[config.mk]
export PLATFORM = sky130hd
export DESIGN_NAME = ifr_router
export DESIGN_NICKNAME = d
export VERILOG_FILES = /design/src/hdl/ifr_pkg.sv /design/src/hdl/ifr_digit_sel.sv /design/src/hdl/ifr_router.sv
export SDC_FILE = /design/constraint.sdc
export NUM_CORES = 1
export LEC_CHECK = 0
export ABC_AREA = 0
export ABC_CLOCK_PERIOD_IN_PS = 17450
export BUFFER_PORTS_ARGS = -buffer_cell sky130_fd_sc_hd__clkbuf_2
export CORE_ASPECT_RATIO = 1.25
export CORE_UTILIZATION = 55
export DETAILED_ROUTE_END_ITERATION = 10
export PLACE_DENSITY = 0.73
export SLEW_MARGIN = 20
export SYNTH_ARGS = -nofsm -noshare
export SYNTH_HDL_FRONTEND = slang
export SYNTH_HIERARCHICAL = 1
export SYNTH_SLANG_ARGS = --single-unit
[constraint.sdc]
create_clock -name i_core_clk -period 17.45 [get_ports i_core_clk]
set_input_delay 3.49 -clock i_core_clk [delete_from_list [all_inputs] [get_ports i_core_clk]]
set_output_delay 3.49 -clock i_core_clk [all_outputs]
set_load 0.01 [all_outputs]
[src/hdl/ifr_pkg.sv]
// Shared constants for the input function router: register map, reset values,
// digit codes, function indices and the absolute-clear hold time.
// Assumes a 200 MHz core clock and a 16-bit register port.
package ifr_pkg;

	// Register port widths
	localparam int DATA_W = 16;
	localparam int ADDR_W = 4;

	// Contacts, functions and assignment words
	localparam int NUM_CONTACTS = 10;
	localparam int NUM_FUNCS = 20;
	localparam int NUM_MAPS = 5;
	localparam int DIGIT_W = 4;
	localparam int DIGITS_PER_MAP = 4;
	localparam int POL_FIELD_W = 5;

	// Register offsets (word addresses on the plain port)
	localparam logic [ADDR_W-1:0] ADDR_MAP_A = 4'h0;
	localparam logic [ADDR_W-1:0] ADDR_MAP_B = 4'h1;
	localparam logic [ADDR_W-1:0] ADDR_MAP_C = 4'h2;
	localparam logic [ADDR_W-1:0] ADDR_MAP_D = 4'h3;
	localparam logic [ADDR_W-1:0] ADDR_MAP_E = 4'h4;
	localparam logic [ADDR_W-1:0] ADDR_POL_LOW = 4'h5;
	localparam logic [ADDR_W-1:0] ADDR_POL_HIGH = 4'h6;
	localparam logic [ADDR_W-1:0] ADDR_CONTACT_STAT = 4'h7;
	localparam logic [ADDR_W-1:0] ADDR_FUNC_STAT_LO = 4'h8;
	localparam logic [ADDR_W-1:0] ADDR_FUNC_STAT_HI = 4'h9;

	// Reset values of the assignment and polarity words
	localparam logic [DATA_W-1:0] MAP_RST [NUM_MAPS] = '{16'h4321, 16'h8765, 16'h00A9,
		16'h0000, 16'h0000};
	localparam logic [POL_FIELD_W-1:0] POL_RST = 5'h00;
	localparam logic [DATA_W-1:0] RDATA_IDLE = 16'h0000;

	// Assignment digit codes
	localparam logic [DIGIT_W-1:0] DIGIT_NONE = 4'h0;
	localparam logic [DIGIT_W-1:0] DIGIT_FIRST = 4'h1;
	localparam logic [DIGIT_W-1:0] DIGIT_LAST = 4'hA;
	localparam logic [DIGIT_W-1:0] DIGIT_ALWAYS = 4'hF;

	// Function positions in the function vector, map a digit 1 first
	localparam int FN_SERVO_ENABLE = 0;
	localparam int FN_SPEED_SELECT_BIT_ONE = 1;
	localparam int FN_SPEED_SELECT_BIT_TWO = 2;
	localparam int FN_SPEED_SELECT_BIT_THREE = 3;
	localparam int FN_ALARM_CLEAR = 4;
	localparam int FN_DIRECTION_SELECT = 5;
	localparam int FN_FORWARD_TRAVEL_BLOCK = 6;
	localparam int FN_REVERSE_TRAVEL_BLOCK = 7;
	localparam int FN_EMERGENCY_HALT = 8;
	localparam int FN_HALT = 9;
	localparam int FN_GEAR_SELECT_ONE = 10;
	localparam int FN_GEAR_SELECT_TWO = 11;
	localparam int FN_PROPORTIONAL_ONLY_CONTROL = 12;
	localparam int FN_SECOND_GAIN_SELECT = 13;
	localparam int FN_POSITION_ERROR_CLEAR = 14;
	localparam int FN_TORQUE_CAP = 15;
	localparam int FN_MODE_CHANGE = 16;
	localparam int FN_ABSOLUTE_POSITION_REQUEST = 17;
	localparam int FN_ZERO_HOLD = 18;
	localparam int FN_ABSOLUTE_POSITION_CLEAR = 19;

	// Absolute-clear hold time
	localparam int CLK_HZ = 200_000_000;
	localparam int ABS_CLEAR_HOLD_MS = 500;
	localparam int ABS_CLEAR_HOLD_CYCLES = (CLK_HZ / 1000) * ABS_CLEAR_HOLD_MS;
	localparam int ABS_CLEAR_CNT_W = 27;

endpackage

[src/hdl/ifr_digit_sel.sv]
// One assignment digit turned into the active level of one function.
// Assumes contacts already synchronised and corrected for polarity.
`timescale 1ns/1ps
module ifr_digit_sel
	import ifr_pkg::*;
(
	// Assignment digit
	input wire logic [DIGIT_W-1:0] i_digit,
	// Contact levels, active high
	input wire logic [NUM_CONTACTS-1:0] i_contact,
	// Function level
	output logic o_active
);

	// Digit decode; unused codes B to E behave as unassigned
	always_comb begin
		o_active = 1'b0;
		if (i_digit == DIGIT_ALWAYS) begin
			o_active = 1'b1;
		end else if (i_digit >= DIGIT_FIRST && i_digit <= DIGIT_LAST) begin
			o_active = i_contact[i_digit - DIGIT_FIRST];
		end else begin
			o_active = 1'b0;
		end
	end

endmodule

[src/hdl/ifr_router.sv]
// Input function router: ten contacts routed onto twenty drive functions.
// Assumes a plain register port on the core clock and contacts from pins.
// Notes on behaviour
// - Each function's contact comes from one digit of the five assignment words.
// - Contact polarity comes from two polarity words kept apart from the maps.
// - Map a routes servo enable and speed bits, map b alarm clear to reverse block.
// - Maps c, d and e route halts, gears, gain, error clear, torque, mode and abs.
// - A zero digit leaves its function unassigned and inactive.
// - Absolute clear fires only after its input stays high for 500 ms.
// - Digits 1 to A route the first to the tenth contact.
// - One contact may drive several functions at once.
// - A change to any assignment acts at once, with no commit step.
`timescale 1ns/1ps
module ifr_router
	import ifr_pkg::*;
#(
	parameter int unsigned HOLD_CYCLES = ABS_CLEAR_HOLD_CYCLES,
	parameter int unsigned HOLD_W = ABS_CLEAR_CNT_W
) (
	// Clock and reset
	input wire logic i_core_clk,
	input wire logic i_rst,
	// Register port
	input wire logic [ADDR_W-1:0] i_reg_addr,
	input wire logic [DATA_W-1:0] i_reg_wdata,
	input wire logic i_reg_wr,
	input wire logic i_reg_rd,
	output logic [DATA_W-1:0] o_reg_rdata,
	// Contact pins
	input wire logic [NUM_CONTACTS-1:0] i_contact,
	// Function levels and the absolute clear event
	output logic [NUM_FUNCS-1:0] o_function,
	output logic o_abs_clear_pulse
);

	// Elaboration checks on the hold counter
	if (HOLD_W < 2 || HOLD_W > 31) begin : g_bad_width
		$error("ifr_router: HOLD_W out of range");
	end
	if (HOLD_CYCLES < 1 || longint'(HOLD_CYCLES) >= (longint'(1) << HOLD_W)) begin : g_bad_hold
		$error("ifr_router: HOLD_CYCLES does not fit HOLD_W");
	end

	localparam logic [HOLD_W-1:0] HOLD_LAST = HOLD_W'(HOLD_CYCLES - 1);
	localparam logic [HOLD_W-1:0] HOLD_FULL = HOLD_W'(HOLD_CYCLES);
	localparam logic [HOLD_W-1:0] HOLD_ONE = HOLD_W'(1);
	localparam logic [HOLD_W-1:0] HOLD_ZERO = '0;

	// Write strobe aimed at one address
	function automatic logic wr_hit(input logic [ADDR_W-1:0] addr, input logic [ADDR_W-1:0] at);
		wr_hit = i_reg_wr && (addr == at);
	endfunction

	// Assignment words
	logic [DATA_W-1:0] map_q [NUM_MAPS];
	logic [DATA_W-1:0] map_d [NUM_MAPS];

	// Polarity words, only the low field is kept
	logic [POL_FIELD_W-1:0] pol_low_q;
	logic [POL_FIELD_W-1:0] pol_low_d;
	logic [POL_FIELD_W-1:0] pol_high_q;
	logic [POL_FIELD_W-1:0] pol_high_d;

	// Contact synchroniser and filter
	logic [NUM_CONTACTS-1:0] sync1_q;
	logic [NUM_CONTACTS-1:0] sync2_q;
	logic [NUM_CONTACTS-1:0] sync3_q;
	logic [NUM_CONTACTS-1:0] contact_q;
	logic [NUM_CONTACTS-1:0] contact_d;
	logic [NUM_CONTACTS-1:0] contact_active;

	// Routed functions
	logic [NUM_FUNCS-1:0] func_raw;
	logic [NUM_FUNCS-1:0] func_q;

	// Absolute clear hold counter
	logic [HOLD_W-1:0] hold_q;
	logic [HOLD_W-1:0] hold_d;
	logic abs_pulse_q;
	logic abs_pulse_d;

	// Read data
	logic [DATA_W-1:0] rdata_q;
	logic [DATA_W-1:0] rdata_d;

	// Next value of the assignment words; a write lands on the next edge
	always_comb begin
		map_d = map_q;
		for (int m = 0; m < NUM_MAPS; m++) begin
			if (wr_hit(i_reg_addr, ADDR_MAP_A + ADDR_W'(m))) begin
				map_d[m] = i_reg_wdata;
			end
		end
	end

	// Assignment word registers
	always_ff @(posedge i_core_clk or posedge i_rst) begin
		if (i_rst) begin
			map_q <= MAP_RST;
		end else begin
			map_q <= map_d;
		end
	end

	// Next value of the polarity words
	always_comb begin
		pol_low_d = pol_low_q;
		pol_high_d = pol_high_q;
		if (wr_hit(i_reg_addr, ADDR_POL_LOW)) begin
			pol_low_d = i_reg_wdata[POL_FIELD_W-1:0];
		end
		if (wr_hit(i_reg_addr, ADDR_POL_HIGH)) begin
			pol_high_d = i_reg_wdata[POL_FIELD_W-1:0];
		end
	end

	// Polarity registers
	always_ff @(posedge i_core_clk or posedge i_rst) begin
		if (i_rst) begin
			pol_low_q <= POL_RST;
			pol_high_q <= POL_RST;
		end else begin
			pol_low_q <= pol_low_d;
			pol_high_q <= pol_high_d;
		end
	end

	// Contact filter: a change counts only once stages two and three agree
	always_comb begin
		contact_d = (sync2_q & sync3_q) | (~(sync2_q | sync3_q) & 10'h000) |
			((sync2_q ^ sync3_q) & contact_q);
	end

	// Three-stage synchroniser on the pins; stage one feeds only stage two
	always_ff @(posedge i_core_clk or posedge i_rst) begin
		if (i_rst) begin
			sync1_q <= '0;
			sync2_q <= '0;
			sync3_q <= '0;
			contact_q <= '0;
		end else begin
			sync1_q <= i_contact;
			sync2_q <= sync1_q;
			sync3_q <= sync2_q;
			contact_q <= contact_d;
		end
	end

	// Polarity: a set bit inverts its contact, contacts one to five in the low word
	assign contact_active = contact_q ^ {pol_high_q, pol_low_q};

	// One selector per function digit; any contact may feed several of them
	for (genvar f = 0; f < NUM_FUNCS; f++) begin : g_fn
		ifr_digit_sel u_sel (
			.i_digit(map_q[f / DIGITS_PER_MAP][(f % DIGITS_PER_MAP) * DIGIT_W +: DIGIT_W]),
			.i_contact(contact_active),
			.o_active(func_raw[f])
		);
	end

	// Function outputs registered; a map change shows one edge after the write
	always_ff @(posedge i_core_clk or posedge i_rst) begin
		if (i_rst) begin
			func_q <= '0;
		end else begin
			func_q <= func_raw;
		end
	end

	// Hold counter saturates, so one long press gives one clear event
	always_comb begin
		hold_d = hold_q;
		abs_pulse_d = 1'b0;
		if (!func_q[FN_ABSOLUTE_POSITION_CLEAR]) begin
			hold_d = HOLD_ZERO;
		end else if (hold_q != HOLD_FULL) begin
			hold_d = hold_q + HOLD_ONE;
			abs_pulse_d = (hold_q == HOLD_LAST);
		end
	end

	// Hold counter registers
	always_ff @(posedge i_core_clk or posedge i_rst) begin
		if (i_rst) begin
			hold_q <= HOLD_ZERO;
			abs_pulse_q <= 1'b0;
		end else begin
			hold_q <= hold_d;
			abs_pulse_q <= abs_pulse_d;
		end
	end

	// Read mux; data stand only in the cycle after the strobe, unmapped reads zero
	always_comb begin
		rdata_d = RDATA_IDLE;
		if (i_reg_rd) begin
			unique case (i_reg_addr)
				ADDR_MAP_A: rdata_d = map_q[0];
				ADDR_MAP_B: rdata_d = map_q[1];
				ADDR_MAP_C: rdata_d = map_q[2];
				ADDR_MAP_D: rdata_d = map_q[3];
				ADDR_MAP_E: rdata_d = map_q[4];
				ADDR_POL_LOW: rdata_d = DATA_W'(pol_low_q);
				ADDR_POL_HIGH: rdata_d = DATA_W'(pol_high_q);
				ADDR_CONTACT_STAT: rdata_d = DATA_W'(contact_q);
				ADDR_FUNC_STAT_LO: rdata_d = func_q[DATA_W-1:0];
				ADDR_FUNC_STAT_HI: rdata_d = DATA_W'(func_q[NUM_FUNCS-1:DATA_W]);
				default: rdata_d = RDATA_IDLE;
			endcase
		end
	end

	// Read data register
	always_ff @(posedge i_core_clk or posedge i_rst) begin
		if (i_rst) begin
			rdata_q <= RDATA_IDLE;
		end else begin
			rdata_q <= rdata_d;
		end
	end

	// Outputs, all from flip-flops
	assign o_reg_rdata = rdata_q;
	assign o_function = func_q;
	assign o_abs_clear_pulse = abs_pulse_q;

endmodule

### Word level (Yosys, flattened, before mapping)

Index checks and enable logic that the tools add are counted.

* register bits: 194
* input bits: 34
* output and inout port bits: 37
* word-level logic and storage cells: 247

* add/sub/neg operators: 21
* order comparisons: 60
* equal/unequal tests: 32
* multiplexer cells: 86
* bitwise gates (word level): 5
* reductions and logical operators: 28

Operators with widths (number)
* $pmux W16 S10: 1
* $lt A4 B5 Y1 const B: 20
* $eq A4 B4 Y1 const B: 22
* $bmux W1 S4: 20
* $ge A4 B1 Y1 const B: 20
* $le A4 B4 Y1 const B: 20
* $sub A4 B1 Y4 const B: 20
* $mux W1: 62
* $mux W27: 2
* $add A27 B1 Y27 const B: 1
* $eq A27 B27 Y1 const B: 1
* $logic_and A1 B1 Y1: 27
* $ne A27 B27 Y1 const B: 1
* $and A10 B10 Y10: 2
* $xor A10 B10 Y10: 2
* $eq A4 B3 Y1 const B: 4
* $mux W16: 1
* $or A10 B10 Y10: 1
* $eq A4 B2 Y1 const B: 2
* $eq A4 B1 Y1 const B: 1
* $logic_not A4 Y1: 1
* $ne A2 B1 Y1 const B: 1

### Depth between registers and ports, before layout

* depth in word-level cells: 5
* depth in mapped cells: 7
* gate-level depth less buffers: 6

### Cells and area by module

The synthesis kept the hierarchy.

Modules (own cells, without submodules)
* ifr_router: instances 1, cells an instance 614, area each 8101.5 sq um, seq. area each 4875.9 sq um
* ifr_digit_sel: instances 20, cells an instance 20, area each 201.4 sq um, seq. area each 0.0 sq um

### Least setup slack after synthesis

No wires, ideal clock.

* path kind: input -> register
* from: input i_reg_addr[0]
* to: register map_q[41] in the netlist's numbering
* library setup time: 0.128 ns
* arrival time: 4.807 ns
* required time: 17.322 ns
* slack: 12.516 ns
* stages: 5
* path buffers: 2
* path through: buf_2 nor4b_4 nand2_2 buf_2 mux2_1

* longest elaborated chain between the ends: 2

RTL lines
* from (decl): line ifr_router.sv:24 `input wire logic [ADDR_W-1:0] i_reg_addr,`
* $eq A4 B2 Y1: line ifr_router.sv:51 `wr_hit = i_reg_wr && (addr == at);`
* $logic_and A1 B1 Y1: line ifr_router.sv:51
* to (signal assigned): line ifr_router.sv:101 `map_q <= map_d;`
* to (decl): line ifr_router.sv:55 `logic [DATA_W-1:0] map_q [NUM_MAPS];`

Every way passes these cells.
A chain may end at the register's enable or synchronous reset.

### Final worst setup path

* from: input i_reg_addr[1]
* to: register map_q[61] in the netlist's numbering

* longest elaborated chain between the ends: 2

RTL lines (line)
* $eq A4 B1 Y1: ifr_router.sv:51
* $logic_and A1 B1 Y1: ifr_router.sv:51

Every way passes these cells.

==> flow_metrics.env <==
export IMPL_run_status="finished, final reports clean"
export IMPL_synth_top_area_share=0.365
export IMPL_worst_endpoint_required_ns=17.78
export IMPL_fin_worst_skew_ns=0.0122
export IMPL_post_cts_setup_buffers=0
export IMPL_cp_cell_sequence="clkbuf_2, nand2b_1, nor3_1, buf_4, nand2_1, mux2_2"
export IMPL_clock_tree_from_tritoncts="done"
export IMPL_switchingPower_uw=641
export IMPL_rows=60
export IMPL_grt_antenna_before_repair=0
export IMPL_power_leakage_uw=0.00598
export IMPL_fp_dieArea_sq_um=22700
export IMPL_cts_reportedPaths_clkPinSlew_ns=0.07
export IMPL_grt_ovfl_total=0
export IMPL_maxSlewHeadroom=0.338
export IMPL_grt_util_met2=0.464
export IMPL_final_layout_size_suffix_gt1_frac=0.237
export IMPL_cts_hold_repair_buffers=0
export IMPL_maxClockFrequency_ghz=0.186
export IMPL_cp_max_fanout=24
export IMPL_grt_first_pass_wirelength_um=48500
export IMPL_post_route_min_period_ns=5.36
export IMPL_timing_worst_slew_pin_value_ns=0.991
export IMPL_cts_buffers=17
export IMPL_slew_viol_final=0
export IMPL_synth_seq_area_share=0.402
export IMPL_placeableCoreArea_sq_um=21500
export IMPL_synthDistinctLibCells=62
export IMPL_hold_viol_final=0
export IMPL_synth_area_leaders="dfrtp_1 (37%), mux2_2 (10%), ha_1 (9.5%), mux4_1 (8.7%), dfstp_2 (3.7%)"
export IMPL_p_seq_frac=0.401
export IMPL_first_pass_iteration_count_of_the_detailed_router=5
export IMPL_finalSetupTns_ns=0
export IMPL_cp_peak_stage_delay_ns=0.55
export IMPL_floorplan_die_height_um=168
export IMPL_syn_area_sq_um=12100
export IMPL_grt_met3_usage=0.0497
export IMPL_cts_root_buf="clkbuf_16"
export IMPL_synthesis_area_per_instance_sq_um=12.0
export IMPL_timing_critical_path_to_type="flop"
export IMPL_utilization=0.627
export IMPL_initial_cell_density_of_the_core=0.563
export IMPL_pwr_share_clk=0.243
export IMPL_grt_start_max_net_pins=138
export IMPL_vias_per_cell=6.60
export IMPL_fill_cells=1724
export IMPL_post_route_period_util=0.307
export IMPL_p_sw_frac=0.375
export IMPL_finalWeightedCongestion=0.886
export IMPL_internal_power_uw=1070
export IMPL_die_width_um=135
export IMPL_detailed_place_hpwl_um=20700
export IMPL_netlist_instances=1014
export IMPL_clk_path_buf_depth=2
export IMPL_grt_busiest_layer="met2"
export IMPL_synth_top_flop_cell="dfrtp_1"
export IMPL_grtUsageMet1=0.362
export IMPL_count_of_flip_flops_with_a_built_in_enable_after_synthesis=0
export IMPL_worst_ir_drop_vdd_mv=0.0837
export IMPL_timing_final_setup_violations=0
export IMPL_detail_route_drc_violations=0
export IMPL_grt_pass1_vias=8674
export IMPL_post_synth_top_count_cell="dfrtp_1"
export IMPL_synthArstFlopShare=1.00
export IMPL_area_growth_synth_to_final_pct=11.4
export IMPL_sum_of_routed_wire_length_over_all_layers_um=31100
export IMPL_timing_max_cap_violations=0
export IMPL_grt_setup_unrepaired="no"
export IMPL_start_kind="primary input"
export IMPL_path_class="in2reg"
export IMPL_nets=1205
export IMPL_cpMaxStageDelayCell="nand2_1"
export IMPL_yosysWarnings=6
export IMPL_post_drt_wl_per_cell_um=22.6
export IMPL_cts_sinks=194
export IMPL_synth_seq_cells=194
export IMPL_synthesized_netlist_net_count=1140
export IMPL_postRouteAntennaNets=0
export IMPL_synth_largest_area_cell="dfrtp_1"
export IMPL_synth_top_cells_by_count="dfrtp_1 (177), mux2_2 (109), ha_1 (92), inv_1 (48), xnor2_1 (42)"
export IMPL_cts_htree_levels=4
export IMPL_hold_class="reg2reg"
export IMPL_placement_io_buffers=70
export IMPL_crit_arrival_ns=5.69
export IMPL_comb_power_share=0.356
export IMPL_cellPowerDensity_nw_per_um2=127
export IMPL_n_antenna_cell=0
export IMPL_io_pins=71
export IMPL_first_iter_violations=791
export IMPL_grt_total_usage=0.285
export IMPL_cts_repair_resize_count=0
export IMPL_clkLatencyLatePin_ns=0.45
export IMPL_vias=9050
-- layer usage --
metal | share of wire | wire [um] | vias to the layer above
met1 | 0.41 | 12800 | 4652
met2 | 0.49 | 15200 | 318
met4 | 0.044 | 1360 | 0
met5 | 0 | 0 | -
li1 | - | - | 3998
met3 | 0.053 | 1660 | 82
-- stage by stage --
stage,total power (uW),hold WS [ns],instance area (sq um),instances,setup WS (ns)
2_1_floorplan,1080,0.331,12100,1014,8.70
3_3_place_gp,1260,0.331,12800,1339,11.74
3_5_place_dp,1290,0.335,12800,1339,11.67
4_1_cts,1700,0.352,13400,1371,12.15
5_1_grt,1800,0.361,13500,1371,11.94
6_report,1710,0.350,13500,1371,12.09
-- cell families after synthesis --
kind of cell,Yosys count,share of synthesized area
AND/OR/NAND/NOR,241,0.122
XOR/XNOR,61,0.0440
buffers and inverters,79,0.0263
AO/OA/AOI/OAI,167,0.0973
flip-flops,194,0.402
adder cells (fa/ha/maj),92,0.0949
multiplexers,180,0.214
-- path summary, 6_finish.rpt --
kind	from	to	slack, ns	depth (start not counted)
min in group asynchronous	i_rst	sync1_q[1]	3.23	2
worst min register to register	sync1_q[1]	sync2_q[1]	0.35	0
max in group asynchronous	i_rst	map_q[45]	12.89	3
worst max-delay path	i_reg_addr[1]	map_q[61]	12.09	6
worst max register to register	hold_q[0]	hold_q[26]	15.29	5
worst min-delay path	sync1_q[1]	sync2_q[1]	0.35	0
-- flip-flops by register name (all words and copies together), names as in the netlist --
signal / flops
map_q: 80
hold_q: 27
o_function: 20
o_reg_rdata: 16
contact_q: 10
sync1_q: 10
sync2_q: 10
sync3_q: 10
pol_high_q: 5
pol_low_q: 5
o_abs_clear_pulse: 1
-- final cells by class --
cell class,count,area (sq um),area share
Tap cell,279,349,0.0258
Multi-Input combinational cell,741,7070,0.524
Timing Repair Buffer,77,403,0.0298
Inverter,48,188,0.0139
Clock buffer,17,425,0.0315
Clock inverter,15,194,0.0144
Sequential cell,194,4880,0.361
-- worst max-delay path: cells and delay by family --
family	cells	cell delay, ns
mux	1	0.50
simple gates	3	1.11
buf+inv	2	0.56
-- cell usage in the layout (no fill, tap or decap), types with 8 or more instances in the layout --
master | synthesis | routed
dfrtp_1 | 177 | 177
mux2_2 | 109 | 109
ha_1 | 92 | 92
clkbuf_2 | 0 | 70
inv_1 | 48 | 47
xnor2_1 | 42 | 42
mux4_1 | 40 | 40
a22oi_1 | 34 | 34
nand3_1 | 34 | 34
nand2_1 | 30 | 30
mux2i_1 | 30 | 30
o21ai_0 | 29 | 29
nor3_1 | 28 | 28
and3_1 | 27 | 27
nor2b_1 | 25 | 25
o211ai_1 | 21 | 21
or4b_1 | 20 | 20
nor2_1 | 18 | 18
a21oi_1 | 18 | 18
clkbuf_16 | 0 | 17
dfstp_2 | 17 | 17
a21o_1 | 12 | 12
xor2_1 | 19 | 11
a22o_1 | 11 | 11
a222oi_1 | 10 | 10
a31oi_1 | 9 | 9
nand4_1 | 8 | 8
o31ai_1 | 8 | 8
-- power groups by stage --
stage / Clock, uW / Combinational [uW] / Sequential (uW)
3_3_place_gp: 0 / 576 / 686
4_1_cts: 422 / 603 / 680
5_1_grt: 438 / 663 / 700
2_1_floorplan: 0 / 441 / 639
3_5_place_dp: 0 / 599 / 689
6_report: 415 / 609 / 687
(Power assumes the default switching activity.)
